File: src/verilog/utx_regs.svh
`ifndef UTX_REGS_SVH
`define UTX_REGS_SVH

// ************************************************************
// Register byte offsets
// ************************************************************
`define UTX_OFS_DATA     8'h00
`define UTX_OFS_STATUS   8'h04
`define UTX_OFS_CONTROL  8'h08
`define UTX_OFS_FORMAT   8'h0C
`define UTX_OFS_BAUD     8'h10

// ************************************************************
// Field positions
// ************************************************************
`define UTX_STAT_ACTIVE  0
`define UTX_STAT_DOUBLE  1
`define UTX_STAT_EMPTY   5
`define UTX_STAT_DONE    6
`define UTX_CTL_NINTH    0
`define UTX_CTL_TRANSMITTER_ENABLE     3
`define UTX_CTL_EMPTYIE  5
`define UTX_CTL_DONEIE   6

// ************************************************************
// Reset values and codes
// ************************************************************
`define UTX_CTL_RESET    8'h00
`define UTX_FMT_RESET    9'h003
`define UTX_BAUD_RESET   12'h000
`define UTX_SIZE_NINE    3'h7

`endif

File: src/verilog/utx_pkg.sv
package utx_pkg;

   // ************************************************************
   // Bus carriers
   // ************************************************************
   typedef struct packed {
      logic        cyc;    // Cycle in progress
      logic        stb;    // Strobe
      logic        we;     // Write when high
      logic [7:0]  adr;    // Byte address
      logic [3:0]  sel;    // Byte lanes
      logic [31:0] dat;    // Write data
   } utx_wbreq_t;

   typedef struct packed {
      logic        ack;    // Single cycle acknowledge
      logic [31:0] dat;    // Read data
   } utx_wbrsp_t;

   // Frame format, laid out as the format register bits 8:0
   typedef struct packed {
      logic       master;  // Sync clock made here
      logic       pol;     // Clock polarity bit
      logic       sync;    // Synchronous operation
      logic [1:0] parity;  // Parity mode, upper bit enables
      logic       stop;    // Stop bit select
      logic [2:0] size;    // Character size code
   } utx_fmt_t;

   // Transmit sequencer states
   typedef enum logic [2:0] {
      ST_IDLE   = 3'b000,
      ST_START  = 3'b001,
      ST_DATA   = 3'b010,
      ST_PARITY = 3'b011,
      ST_STOP1  = 3'b100,
      ST_STOP2  = 3'b101
   } utx_state_t;

endpackage : utx_pkg

File: src/verilog/utx_baud.sv
`timescale 1ns/1ps

module utx_baud (
   input  wire logic             sys_clk,
   input  wire logic             sys_rst,
   input  wire logic [11:0]      divisor,
   input  wire logic             divisorLoad,
   input  wire logic             doubleSpeed,
   input  wire utx_pkg::utx_fmt_t fmt,
   input  wire logic             xckPin,
   output logic                  xckOut,
   output logic                  xckOe,
   output logic                  bitTick
);
   import utx_pkg::*;

   logic [11:0] baudCnt_ff;    // Down counter at system clock
   logic [3:0]  preCnt_ff;     // Divide by 16 or 8
   logic        xckPhase_ff;   // Master clock level
   logic        xckS1_ff;      // Sync stage one
   logic        xckS2_ff;      // Sync stage two
   logic        xckS3_ff;      // Edge history
   logic        bitTick_ff;    // Registered bit pulse
   logic        baudTick;      // Counter reached zero
   logic        asyncTick;     // Asynchronous bit edge
   logic        masterTick;    // Change edge, master
   logic        slaveTick;     // Change edge, slave
   logic [3:0]  preLimit;      // Last prescale count

   // ************************************************************
   // Baud rate counter
   // ************************************************************
   assign baudTick = (baudCnt_ff == 12'h000);

   // Reload on zero or when software writes the divisor
   always_ff @(posedge sys_clk or posedge sys_rst) begin
      if (sys_rst) begin
         baudCnt_ff <= 12'h000;
      end else if (divisorLoad || baudTick) begin
         baudCnt_ff <= divisor;
      end else begin
         baudCnt_ff <= baudCnt_ff - 12'h001;
      end
   end

   // ************************************************************
   // Asynchronous prescaler
   // ************************************************************
   assign preLimit  = doubleSpeed ? 4'h7 : 4'hF;
   assign asyncTick = baudTick && (preCnt_ff == preLimit);

   // Counts baud ticks, wraps at the mode limit
   always_ff @(posedge sys_clk or posedge sys_rst) begin
      if (sys_rst) begin
         preCnt_ff <= 4'h0;
      end else if (asyncTick) begin
         preCnt_ff <= 4'h0;
      end else if (baudTick) begin
         preCnt_ff <= (preCnt_ff == preLimit) ? 4'h0 : preCnt_ff + 4'h1;
      end
   end

   // ************************************************************
   // Synchronous master clock, divide by two
   // ************************************************************
   // Data changes when the toggle reaches the polarity's change edge
   assign masterTick = baudTick && (xckPhase_ff == fmt.pol);

   always_ff @(posedge sys_clk or posedge sys_rst) begin
      if (sys_rst) begin
         xckPhase_ff <= 1'b0;
      end else if (baudTick) begin
         xckPhase_ff <= ~xckPhase_ff;
      end
   end

   // ************************************************************
   // Synchronous slave clock from the pin
   // ************************************************************
   // Two stages before any logic; third only for edges
   always_ff @(posedge sys_clk or posedge sys_rst) begin
      if (sys_rst) begin
         xckS1_ff <= 1'b0;
         xckS2_ff <= 1'b0;
         xckS3_ff <= 1'b0;
      end else begin
         xckS1_ff <= xckPin;
         xckS2_ff <= xckS1_ff;
         xckS3_ff <= xckS2_ff;
      end
   end

   // Rising edge with polarity zero, falling with one
   assign slaveTick = fmt.pol ? (xckS3_ff && !xckS2_ff)
                              : (xckS2_ff && !xckS3_ff);

   // ************************************************************
   // Bit pulse select
   // ************************************************************
   always_ff @(posedge sys_clk or posedge sys_rst) begin
      if (sys_rst) begin
         bitTick_ff <= 1'b0;
      end else if (fmt.sync) begin
         bitTick_ff <= fmt.master ? masterTick : slaveTick;
      end else begin
         bitTick_ff <= asyncTick;
      end
   end

   assign bitTick = bitTick_ff;
   assign xckOut  = xckPhase_ff;
   assign xckOe   = fmt.sync && fmt.master;

endmodule : utx_baud

File: src/verilog/utx_transmitter.sv
// Contract
// Parity is XOR of data, inverted when odd
// Parity goes after data, before stop
// Enabled transmitter drives the serial output pin
// Synchronous mode shifts on the serial clock pin
// Data register write loads buffer, starts sending
// Buffer moves to shifter when idle or after stop
// Shifter sends one frame at the bit rate
// Unused high bits of small characters ignored
// Software writes ninth bit before the low byte
// Buffer-empty flag set exactly while buffer empty
// Data register write clears buffer-empty flag
// Buffer-empty request while enabled and flag set
// Software writes zero to buffer-empty bit
// Done flag sets when frame out, buffer empty
// Done flag cleared by interrupt or written one
// Done request when enabled and flag set
// Disable waits until shifter and buffer empty
// After disable, pin returns to port control
// Software sets format before sending, never during
// Polling software clears done flag before writes
// Software masks interrupts during setup
// Frame is start, data LSB first, parity, stops
// Bit clock is baud output over 16, 8, 2
// Data changes on edge chosen by polarity
// Reset leaves buffer empty, done flag clear
`timescale 1ns/1ps
`include "utx_regs.svh"

module utx_transmitter (
   input  wire logic               sys_clk,
   input  wire logic               sys_rst,
   input  wire utx_pkg::utx_wbreq_t wbReq,
   output utx_pkg::utx_wbrsp_t     wbRsp,
   input  wire logic               globalIrqEn,
   input  wire logic               doneIrqTaken,
   input  wire logic               portTxd,
   input  wire logic               portTxdOe,
   input  wire logic               xckPin,
   output logic                    txdOut,
   output logic                    txdOe,
   output logic                    xckOut,
   output logic                    xckOe,
   output logic                    irqBufEmpty,
   output logic                    irqTxDone
);
   import utx_pkg::*;

   // ************************************************************
   // Declarations
   // ************************************************************
   logic        ack_ff;          // Bus acknowledge
   logic [31:0] rdData_ff;       // Bus read data
   logic [7:0]  ctl_ff;          // Control register
   logic [8:0]  fmt_ff;          // Format register
   logic [11:0] baud_ff;         // Baud divisor
   logic        double_ff;       // Double speed bit
   logic [7:0]  buf_ff;          // Transmit buffer low byte
   logic        bufNinth_ff;     // Ninth bit caught with the byte
   logic        bufFull_ff;      // Buffer holds unsent data
   logic        done_ff;         // Transmit complete flag
   logic        txEnEff_ff;      // Effective transmitter enable
   utx_state_t  state_ff;        // Sequencer state
   logic [8:0]  shift_ff;        // Shift register
   logic [3:0]  bitCnt_ff;       // Data bits still to go
   logic        parity_ff;       // Parity of loaded character
   logic        line_ff;         // Serial line level
   utx_fmt_t    fmt;             // Format view
   logic        bitTick;         // One pulse per bit time
   logic        wbHit;           // New bus request
   logic        wrData;          // Data register write
   logic        wrStat;          // Status register write
   logic        wrCtl;           // Control register write
   logic        wrFmt;           // Format register write
   logic        wrBaud;          // Divisor write, restarts counter
   logic        lastStop;        // In the frame's final stop bit
   logic        shiftLoad;       // Buffer moves to shifter
   logic        doneSet;         // Frame finished, nothing queued
   logic [3:0]  nBits;           // Character length
   logic [8:0]  charData;        // Masked character
   logic [31:0] rdMux;           // Read data before the flop

   assign fmt = utx_fmt_t'(fmt_ff);

   // ************************************************************
   // Bit clock
   // ************************************************************
   utx_baud utx_baud_i (
      .sys_clk     (sys_clk),
      .sys_rst     (sys_rst),
      .divisor     (baud_ff),
      .divisorLoad (wrBaud),
      .doubleSpeed (double_ff),
      .fmt         (fmt),
      .xckPin      (xckPin),
      .xckOut      (xckOut),
      .xckOe       (xckOe),
      .bitTick     (bitTick)
   );

   // ************************************************************
   // Wishbone slave
   // ************************************************************
   // Answers every access one cycle later, mapped or not
   assign wbHit  = wbReq.cyc && wbReq.stb && !ack_ff;
   assign wrData = wbHit && wbReq.we && wbReq.sel[0] && (wbReq.adr == `UTX_OFS_DATA);
   assign wrStat = wbHit && wbReq.we && wbReq.sel[0] && (wbReq.adr == `UTX_OFS_STATUS);
   assign wrCtl  = wbHit && wbReq.we && wbReq.sel[0] && (wbReq.adr == `UTX_OFS_CONTROL);
   assign wrFmt  = wbHit && wbReq.we && (wbReq.adr == `UTX_OFS_FORMAT);
   assign wrBaud = wbHit && wbReq.we && (wbReq.adr == `UTX_OFS_BAUD);

   // Acknowledge drops the cycle after it was given
   always_ff @(posedge sys_clk or posedge sys_rst) begin
      if (sys_rst) begin
         ack_ff <= 1'b0;
      end else begin
         ack_ff <= wbHit;
      end
   end

   // Read mux; unmapped offsets and the data register read zero
   always_comb begin
      rdMux = 32'h0000_0000;
      unique case (wbReq.adr)
         `UTX_OFS_STATUS: begin
            rdMux[`UTX_STAT_ACTIVE] = txEnEff_ff;
            rdMux[`UTX_STAT_DOUBLE] = double_ff;
            rdMux[`UTX_STAT_EMPTY]  = !bufFull_ff;
            rdMux[`UTX_STAT_DONE]   = done_ff;
         end
         `UTX_OFS_CONTROL: rdMux[7:0]  = ctl_ff;
         `UTX_OFS_FORMAT:  rdMux[8:0]  = fmt_ff;
         `UTX_OFS_BAUD:    rdMux[11:0] = baud_ff;
         default:          rdMux       = 32'h0000_0000;
      endcase
   end

   always_ff @(posedge sys_clk or posedge sys_rst) begin
      if (sys_rst) begin
         rdData_ff <= 32'h0000_0000;
      end else if (wbHit && !wbReq.we) begin
         rdData_ff <= rdMux;
      end
   end

   assign wbRsp.ack = ack_ff;
   assign wbRsp.dat = rdData_ff;

   // ************************************************************
   // Configuration registers
   // ************************************************************
   // Format changes mid-frame corrupt it; software must not do that
   always_ff @(posedge sys_clk or posedge sys_rst) begin
      if (sys_rst) begin
         ctl_ff    <= `UTX_CTL_RESET;
         fmt_ff    <= `UTX_FMT_RESET;
         baud_ff   <= `UTX_BAUD_RESET;
         double_ff <= 1'b0;
      end else begin
         if (wrCtl) begin
            ctl_ff <= wbReq.dat[7:0];
         end
         if (wrFmt && wbReq.sel[0]) begin
            fmt_ff[7:0] <= wbReq.dat[7:0];
         end
         if (wrFmt && wbReq.sel[1]) begin
            fmt_ff[8] <= wbReq.dat[8];
         end
         if (wrBaud && wbReq.sel[0]) begin
            baud_ff[7:0] <= wbReq.dat[7:0];
         end
         if (wrBaud && wbReq.sel[1]) begin
            baud_ff[11:8] <= wbReq.dat[11:8];
         end
         if (wrStat) begin
            double_ff <= wbReq.dat[`UTX_STAT_DOUBLE];
         end
      end
   end

   // ************************************************************
   // Character shaping
   // ************************************************************
   // Size codes 4 to 6 are reserved and fall back to eight bits
   always_comb begin
      unique case (fmt.size)
         3'h0:           nBits = 4'h5;
         3'h1:           nBits = 4'h6;
         3'h2:           nBits = 4'h7;
         `UTX_SIZE_NINE: nBits = 4'h9;
         default:        nBits = 4'h8;
      endcase
   end

   // High bits beyond the character length are dropped
   assign charData = {bufNinth_ff, buf_ff} & (9'h1FF >> (4'h9 - nBits));
   assign lastStop = ((state_ff == ST_STOP1) && !fmt.stop) || (state_ff == ST_STOP2);
   assign shiftLoad = bitTick && bufFull_ff && txEnEff_ff
                      && ((state_ff == ST_IDLE) || lastStop);
   assign doneSet  = bitTick && lastStop && !bufFull_ff;

   // ************************************************************
   // Transmit buffer
   // ************************************************************
   // A write in the same cycle as a move keeps the buffer full
   always_ff @(posedge sys_clk or posedge sys_rst) begin
      if (sys_rst) begin
         buf_ff      <= 8'h00;
         bufNinth_ff <= 1'b0;
         bufFull_ff  <= 1'b0;
      end else if (wrData) begin
         buf_ff      <= wbReq.dat[7:0];
         bufNinth_ff <= ctl_ff[`UTX_CTL_NINTH];
         bufFull_ff  <= 1'b1;
      end else if (shiftLoad) begin
         bufFull_ff  <= 1'b0;
      end
   end

   // ************************************************************
   // Transmit complete flag
   // ************************************************************
   // Setting wins over the interrupt or write-one clear
   always_ff @(posedge sys_clk or posedge sys_rst) begin
      if (sys_rst) begin
         done_ff <= 1'b0;
      end else if (doneSet) begin
         done_ff <= 1'b1;
      end else if (doneIrqTaken || (wrStat && wbReq.dat[`UTX_STAT_DONE])) begin
         done_ff <= 1'b0;
      end
   end

   // ************************************************************
   // Effective enable
   // ************************************************************
   // Clearing the bit is deferred until nothing is left to send
   always_ff @(posedge sys_clk or posedge sys_rst) begin
      if (sys_rst) begin
         txEnEff_ff <= 1'b0;
      end else if (ctl_ff[`UTX_CTL_TRANSMITTER_ENABLE]) begin
         txEnEff_ff <= 1'b1;
      end else if ((state_ff == ST_IDLE) && !bufFull_ff) begin
         txEnEff_ff <= 1'b0;
      end
   end

   // ************************************************************
   // Frame sequencer
   // ************************************************************
   // Every step waits for a bit pulse, so bits are full length
   always_ff @(posedge sys_clk or posedge sys_rst) begin
      if (sys_rst) begin
         state_ff  <= ST_IDLE;
         shift_ff  <= 9'h000;
         bitCnt_ff <= 4'h0;
         parity_ff <= 1'b0;
         line_ff   <= 1'b1;
      end else if (bitTick) begin
         unique case (state_ff)
            ST_IDLE: begin
               line_ff <= 1'b1;
            end
            ST_START: begin
               state_ff  <= ST_DATA;
               line_ff   <= shift_ff[0];
               shift_ff  <= {1'b0, shift_ff[8:1]};
               bitCnt_ff <= nBits;
            end
            ST_DATA: begin
               if (bitCnt_ff != 4'h1) begin
                  line_ff   <= shift_ff[0];
                  shift_ff  <= {1'b0, shift_ff[8:1]};
                  bitCnt_ff <= bitCnt_ff - 4'h1;
               end else if (fmt.parity[1]) begin
                  state_ff <= ST_PARITY;
                  line_ff  <= parity_ff;
               end else begin
                  state_ff <= ST_STOP1;
                  line_ff  <= 1'b1;
               end
            end
            ST_PARITY: begin
               state_ff <= ST_STOP1;
               line_ff  <= 1'b1;
            end
            ST_STOP1: begin
               if (fmt.stop) begin
                  state_ff <= ST_STOP2;
                  line_ff  <= 1'b1;
               end else begin
                  state_ff <= ST_IDLE;
                  line_ff  <= 1'b1;
               end
            end
            ST_STOP2: begin
               state_ff <= ST_IDLE;
               line_ff  <= 1'b1;
            end
            default: begin
               state_ff <= ST_IDLE;
               line_ff  <= 1'b1;
            end
         endcase
         // Back to back frames: the load overrides the step to idle
         if (shiftLoad) begin
            state_ff  <= ST_START;
            line_ff   <= 1'b0;
            shift_ff  <= charData;
            parity_ff <= (^charData) ^ fmt.parity[0];
         end
      end
   end

   // ************************************************************
   // Pins and interrupt requests
   // ************************************************************
   assign txdOut = txEnEff_ff ? line_ff : portTxd;
   assign txdOe  = txEnEff_ff ? 1'b1 : portTxdOe;
   assign irqBufEmpty = globalIrqEn && ctl_ff[`UTX_CTL_EMPTYIE] && !bufFull_ff;
   assign irqTxDone   = globalIrqEn && ctl_ff[`UTX_CTL_DONEIE] && done_ff;
endmodule : utx_transmitter

File: config.mk
export PLATFORM = sky130hd
export DESIGN_NAME = utx_transmitter
export DESIGN_NICKNAME = d
export VERILOG_FILES = /design/src/verilog/utx_pkg.sv /design/src/verilog/utx_baud.sv /design/src/verilog/utx_transmitter.sv
export VERILOG_INCLUDE_DIRS = /design/src /design/src/verilog
export SDC_FILE = /design/constraint.sdc
export NUM_CORES = 1
export LEC_CHECK = 0
export BUFFER_PORTS_ARGS = -buffer_cell sky130_fd_sc_hd__buf_2
export CORE_UTILIZATION = 50
export DETAILED_ROUTE_END_ITERATION = 12
export PLACE_DENSITY = 0.73
export SKIP_LAST_GASP = 1
export SYNTH_ARGS = -nofsm -noshare
export SYNTH_HDL_FRONTEND = slang
export SYNTH_SLANG_ARGS = --single-unit
export TNS_END_PERCENT = 50
File: constraint.sdc
create_clock -name sys_clk -period 8.3 [get_ports sys_clk]
set_input_delay 0.415 -clock sys_clk [delete_from_list [all_inputs] [get_ports sys_clk]]
set_output_delay 0.415 -clock sys_clk [all_outputs]
set_load 0.03 [all_outputs]
# ---- Word-level counts from Yosys, hierarchy flattened
# Index checks and enable logic that the tools add are counted.
dict set report totals {
  regBits 94
  elab_cells 145
  out_inout_bits 39
}
dict set report classes {
  addsub 4
  shift 1
  eq_ne 19
  reduce_logical 56
  mux 37
  bitwise_logic 3
}
# cell count
set op_table {}
lappend op_table {{logical AND 1 bit} 31}
lappend op_table {{2-to-1 mux 4 bit} 5}
lappend op_table {{2-to-1 mux 9 bit} 2}
lappend op_table {{one-hot mux 9 bit (2 select lines)} 1}
lappend op_table {{equality test 8 x 4 -> 1 bit (second input constant)} 2}
lappend op_table {{one-hot mux 2 bit (4 select lines)} 2}
lappend op_table {{one-hot mux 4 bit (4 select lines)} 1}
lappend op_table {{2-to-1 mux 3 bit} 5}
lappend op_table {{one-hot mux 3 bit (5 select lines)} 1}
lappend op_table {{2-to-1 mux 1 bit} 14}
lappend op_table {{zero test 12 bit} 1}
lappend op_table {{2-to-1 mux 12 bit} 1}
lappend op_table {{subtractor 12 x 1 -> 12 bit (second input constant)} 1}
lappend op_table {{nonzero test 2 bit} 5}
lappend op_table {{AND 9 bit} 1}
lappend op_table {{equality test 3 x 2 -> 1 bit (second input constant)} 3}
lappend op_table {{equality test 3 bit (second input constant)} 3}
lappend op_table {{one-hot mux 3 bit (3 select lines)} 1}
lappend op_table {{AND reduction 3 bit} 3}
lappend op_table {{XOR reduction 9 bit} 1}
lappend op_table {{>> shifter 9 x 4 -> 9 bit (first input constant)} 1}
lappend op_table {{equality test 8 x 3 -> 1 bit (second input constant)} 1}
lappend op_table {{equality test 8 x 5 -> 1 bit (second input constant)} 1}
lappend op_table {{zero test 8 bit} 1}
lappend op_table {{other kinds (19)} 32}

# ---- Longest topological paths before layout
dict set report depth {
  word_depth 9
  depth_mapped 13
  ltp_nobuf 11
}

# ---- By module
# A second synthesis with hierarchy kept.
dict set report unflattened {
  hier_cells 482
  hier_area_um2 5053.6
}
# module cells_each area_each_um2 n_inst seq_area_each_um2
set by_module_without_submodules {}
lappend by_module_without_submodules {utx_transmitter 377 3932.5 1 1830.5}
lappend by_module_without_submodules {utx_baud 105 1121.1 1 525.5}

# ---- Least setup slack after synthesis
# No wires, ideal clock.
dict set report synth_timing {
  path_type {flip-flop to flip-flop}
  from {reg fmt_ff[2] (netlist: fmt[2])}
  to {reg parity_ff}
  required_ns 8.172
  synth_period_minus_slack_ns 2.697
  arrival_time_ns 2.569
  path_slack_ns 5.603
  n_path_buf 2
  stages_incl_launch_ff 13
  cell_sequence {dfrtp_1 clkbuf_1 a21oi_1 inv_1 ha_1 clkbuf_1 or4_1 a21oi_1 xnor2_1 xnor2_1 xnor2_1 xnor2_1 o21ai_0}
}
dict set report synth_via {
  elab_chain_len 7
}
# item line
set synth_rtl {}
lappend synth_rtl {{from (decl)} utx_transmitter.sv:55} ;# logic [8:0] fmt_ff;
lappend synth_rtl {{from (signal assigned)} utx_transmitter.sv:156} ;# fmt_ff <= `UTX_FMT_RESET;
lappend synth_rtl {{from (signal assigned)} utx_transmitter.sv:164} ;# fmt_ff[7:0] <= wbReq.dat[7:0];
lappend synth_rtl {{equality test 3 bit (tied with other cells)} utx_transmitter.sv:186} ;# unique case (fmt.size)
lappend synth_rtl {{one-hot mux 4 bit (4 select lines) (*)} utx_transmitter.sv:186}
lappend synth_rtl {{subtractor 4 bit (*)} utx_transmitter.sv:196} ;# assign charData = {bufNinth_ff, buf_ff} & (9'h1FF >> (4'h9 - nBits));
lappend synth_rtl {{>> shifter 9 x 4 -> 9 bit (*)} utx_transmitter.sv:196}
lappend synth_rtl {{AND 9 bit (*)} utx_transmitter.sv:196}
lappend synth_rtl {{XOR reduction 9 bit (*)} utx_transmitter.sv:310} ;# parity_ff <= (^charData) ^ fmt.parity[0];
lappend synth_rtl {{bitwise XOR 1 bit (*)} utx_transmitter.sv:310}
lappend synth_rtl {{to (signal assigned)} utx_transmitter.sv:310}
lappend synth_rtl {{to (decl)} utx_transmitter.sv:66} ;# logic parity_ff;
# Every way passes the cells marked *; elsewhere a longest branch is shown, timed or not.
# A chain may end at the register's enable or synchronous reset.

# ---- Worst setup path in the final report
# Ends and elaborated chain as after synthesis.

==> flow_metrics.env <==
export IMPL_outcome="completed"
export IMPL_synth_compound_area_share_pct=12.69
export IMPL_insertion_delay_ns=0.37
export IMPL_tns_ns=0
export IMPL_synth_largest_area_cell="dfrtp_1"
export IMPL_layout_drive_gt1_share_pct=23.22
export IMPL_synthFlopType="dfrtp_1"
export IMPL_synth_simple_gate_area_share_pct=14.86
export IMPL_synthTopCellsByCount="dfrtp_1, nand2_1, nor2_1"
export IMPL_vdd_drop_max_mv=0.09181
export IMPL_placed_area_um2=5155
export IMPL_fin_skew_ns=0.01439
export IMPL_setup_viol=0
export IMPL_worst_setup_path_start_kind="flop"
export IMPL_drt_iter0_markers=265
export IMPL_slowest_delay_ns=0.51
export IMPL_maxSlewViolCount=0
export IMPL_drc_errors=0
export IMPL_die_x_um=101.1
export IMPL_final_seq_area_um2=2356
export IMPL_dp_hpwl_um=7756
export IMPL_antenna_found_initial=1
export IMPL_cts_root_buffer="clkbuf_8"
export IMPL_cts_resized=0
export IMPL_grt_pass1_wl_um=16880
export IMPL_grt_pass1_vias=3357
export IMPL_dp_slack_ns=5.337
export IMPL_syn2layout_area_growth_pct=9.353
export IMPL_cts_setup_buffers=0
export IMPL_synthAdderAreaFrac_pct=1.988
export IMPL_yosys_top_cells_area="dfrtp_1, mux2_2, buf_4, o21ai_0, nand2_1"
export IMPL_drt_total_wl_um=10380
export IMPL_vias_per_cell=5.542
export IMPL_syn_inst=476
export IMPL_synth_top_cell_area_share_pct=46.38
export IMPL_grt_use_total_pct=21.75
export IMPL_ys_warn_count=0
export IMPL_powerDensity_nw_per_um2=171.2
export IMPL_cts_buffers=9
export IMPL_setup_ws_ns=5.216
export IMPL_cp_end_kind="flop"
export IMPL_synth_xor_area_share_pct=3.568
export IMPL_timing_final_hold_violations=0
export IMPL_crit_fanout=11
export IMPL_worstSetupPathType="reg2reg"
export IMPL_worstPathRequired_ns=8.55
export IMPL_synthMuxAreaShare_pct=12.59
export IMPL_crit_chain="a21oi_1 -> inv_1 -> ha_1 -> or4_1 -> a21oi_1 -> xnor2_1 -> xnor2_1 -> xnor2_1 -> xnor2_1 -> o21ai_0"
export IMPL_cp_num_buf_inv=1
export IMPL_p_leak_nw=2.656
export IMPL_cap_violations=0
export IMPL_fin_nets=577
export IMPL_die_h_um=101.1
export IMPL_path_common_cell="xnor2_1"
export IMPL_fin_hold_ws_ns=0.08704
export IMPL_ioPinCount=93
export IMPL_async_reset_ff_share_pct=100.0
export IMPL_vias=3608
export IMPL_overflow=0
export IMPL_tritoncts="done"
export IMPL_fill_cells=825
export IMPL_crit_path_top_delay_cell="dfrtp_1"
export IMPL_ctsHoldBuffers=0
export IMPL_coreArea_um2=9371
export IMPL_hp_class="in2async"
export IMPL_total_power_mw=0.9193
export IMPL_final_cell_area_um2=5369
export IMPL_netlist_cell_type_count=53
export IMPL_cp_arrival_ns=3.34
export IMPL_yosysSeqAreaShare_pct=47.99
export IMPL_clk_pin_slew_worst_paths_ns=0.10
export IMPL_period_minus_slack_ns=3.084
export IMPL_start_util_pct=52.39
export IMPL_tightest_slew_ns=0.9284
export IMPL_fmax_mhz=324.3
export IMPL_port_buffers=50
export IMPL_cts_sinks=94
export IMPL_ant_nets=0
export IMPL_rsz0062_at_grt="false"
export IMPL_grt_max_degree=58
export IMPL_gp_congestion=0.8694
export IMPL_synth_top_family_by_area="simple AND/OR/NAND/NOR gates"
export IMPL_ys_ff_latch=94
export IMPL_path_delay_family="compound AO/OA/AOI/OAI gates"
export IMPL_dieArea_um2=10220
export IMPL_synth_most_common_cell="dfrtp_1"
export IMPL_routedWlPerCell_um=15.95
export IMPL_multi_input_area_um2=2318
export IMPL_syn_area_per_cell_um2=10.31
export IMPL_htree_levels=3
export IMPL_maxSlewHeadroom_pct=37.23
export IMPL_synth_area_um2=4910
export IMPL_period_share_pct=37.15
export IMPL_rows=35
export IMPL_drtPass1Iterations=4
export IMPL_synth_edf_count=0
export IMPL_cts_max_path_buffers=2
==> worst paths after layout <==
path	slack, ns	to	from	cells past startpoint
min in group sys_clk	0.14	utx_baud_i.xckS1_ff	xckPin	1
min	0.09	buf_ff[1]	sys_rst	2
max in group asynchronous	7.09	baud_ff[3]	sys_rst	3
min reg2reg	0.37	utx_baud_i.xckS2_ff	utx_baud_i.xckS1_ff	0
max	5.22	parity_ff	fmt[2]	10
max reg2reg	5.22	parity_ff	fmt[2]	10
==> layer usage <==
| metal | vias up | track usage, % | part of all wire [%] |
|---|---|---|---|
| met1 | 1764 | 30.35 | 47 |
| met2 | 108 | 33.12 | 46 |
| met3 | 15 | 5.340 | 5.7 |
| li1 | 1721 | - | - |
| met5 | - | 0 | 0 |
| met4 | 0 | 7.469 | 1.6 |
==> placed cells by master (no fill, tap or decap), types with 15 or more instances in the layout <==
master / instances
conb_1: 20
nor2_1: 37
buf_2: 50
o21ai_0: 33
nand2_1: 43
a21oi_1: 23
a22o_1: 15
dfrtp_1: 91
mux2_2: 34
==> flip-flops by register name, summed over array words and instances, names as in the netlist, 3 cells and up <==
signal / count
bitCnt_ff: 4
rdData_ff: 12
baud_ff: 12
fmt: 9
shift_ff: 9
state_ff: 3
buf_ff: 8
utx_baud_i.baudCnt_ff: 12
utx_baud_i.preCnt_ff: 4
ctl_ff: 8
==> metrics by stage <==
stage,cells,utilization [%]
2_1_floorplan,495,-
3_3_place_gp,634,55.01
3_5_place_dp,634,55.01
4_1_cts,650,57.26
5_1_grt,650,57.26
6_report,651,57.29
==> kinds of logic (layout without fill, tap and decap cells) <==
group           after synthesis  after routing
buf+inv                      56             82
fa+ha+maj                     8              8
flops                        94             94
other cells                   1             21
compound gates              100            100
simple gates                143            143
xor+xnor                     20             20
mux                          54             54
==> where the power goes <==
part | internal (mW) | total (mW) | switching [mW]
clock | 0.147 | 0.325 | 0.178
sequential | 0.479 | 0.498 | 0.0188
combinational | 0.0364 | 0.0959 | 0.0595
==> layout make-up <==
cell class                      instances  share of cell area (%)
Sequential cell                        94                   43.88
Timing Repair Buffer                   52                   4.941
Tap cell                              129                   3.006
Clock inverter                          7                   1.631
Multi-Input combinational cell        345                   43.18
Antenna cell                            1                 0.04661
Clock buffer                            9                   2.307
Inverter                               14                   1.002
Power figures use the tool's default switching activity.
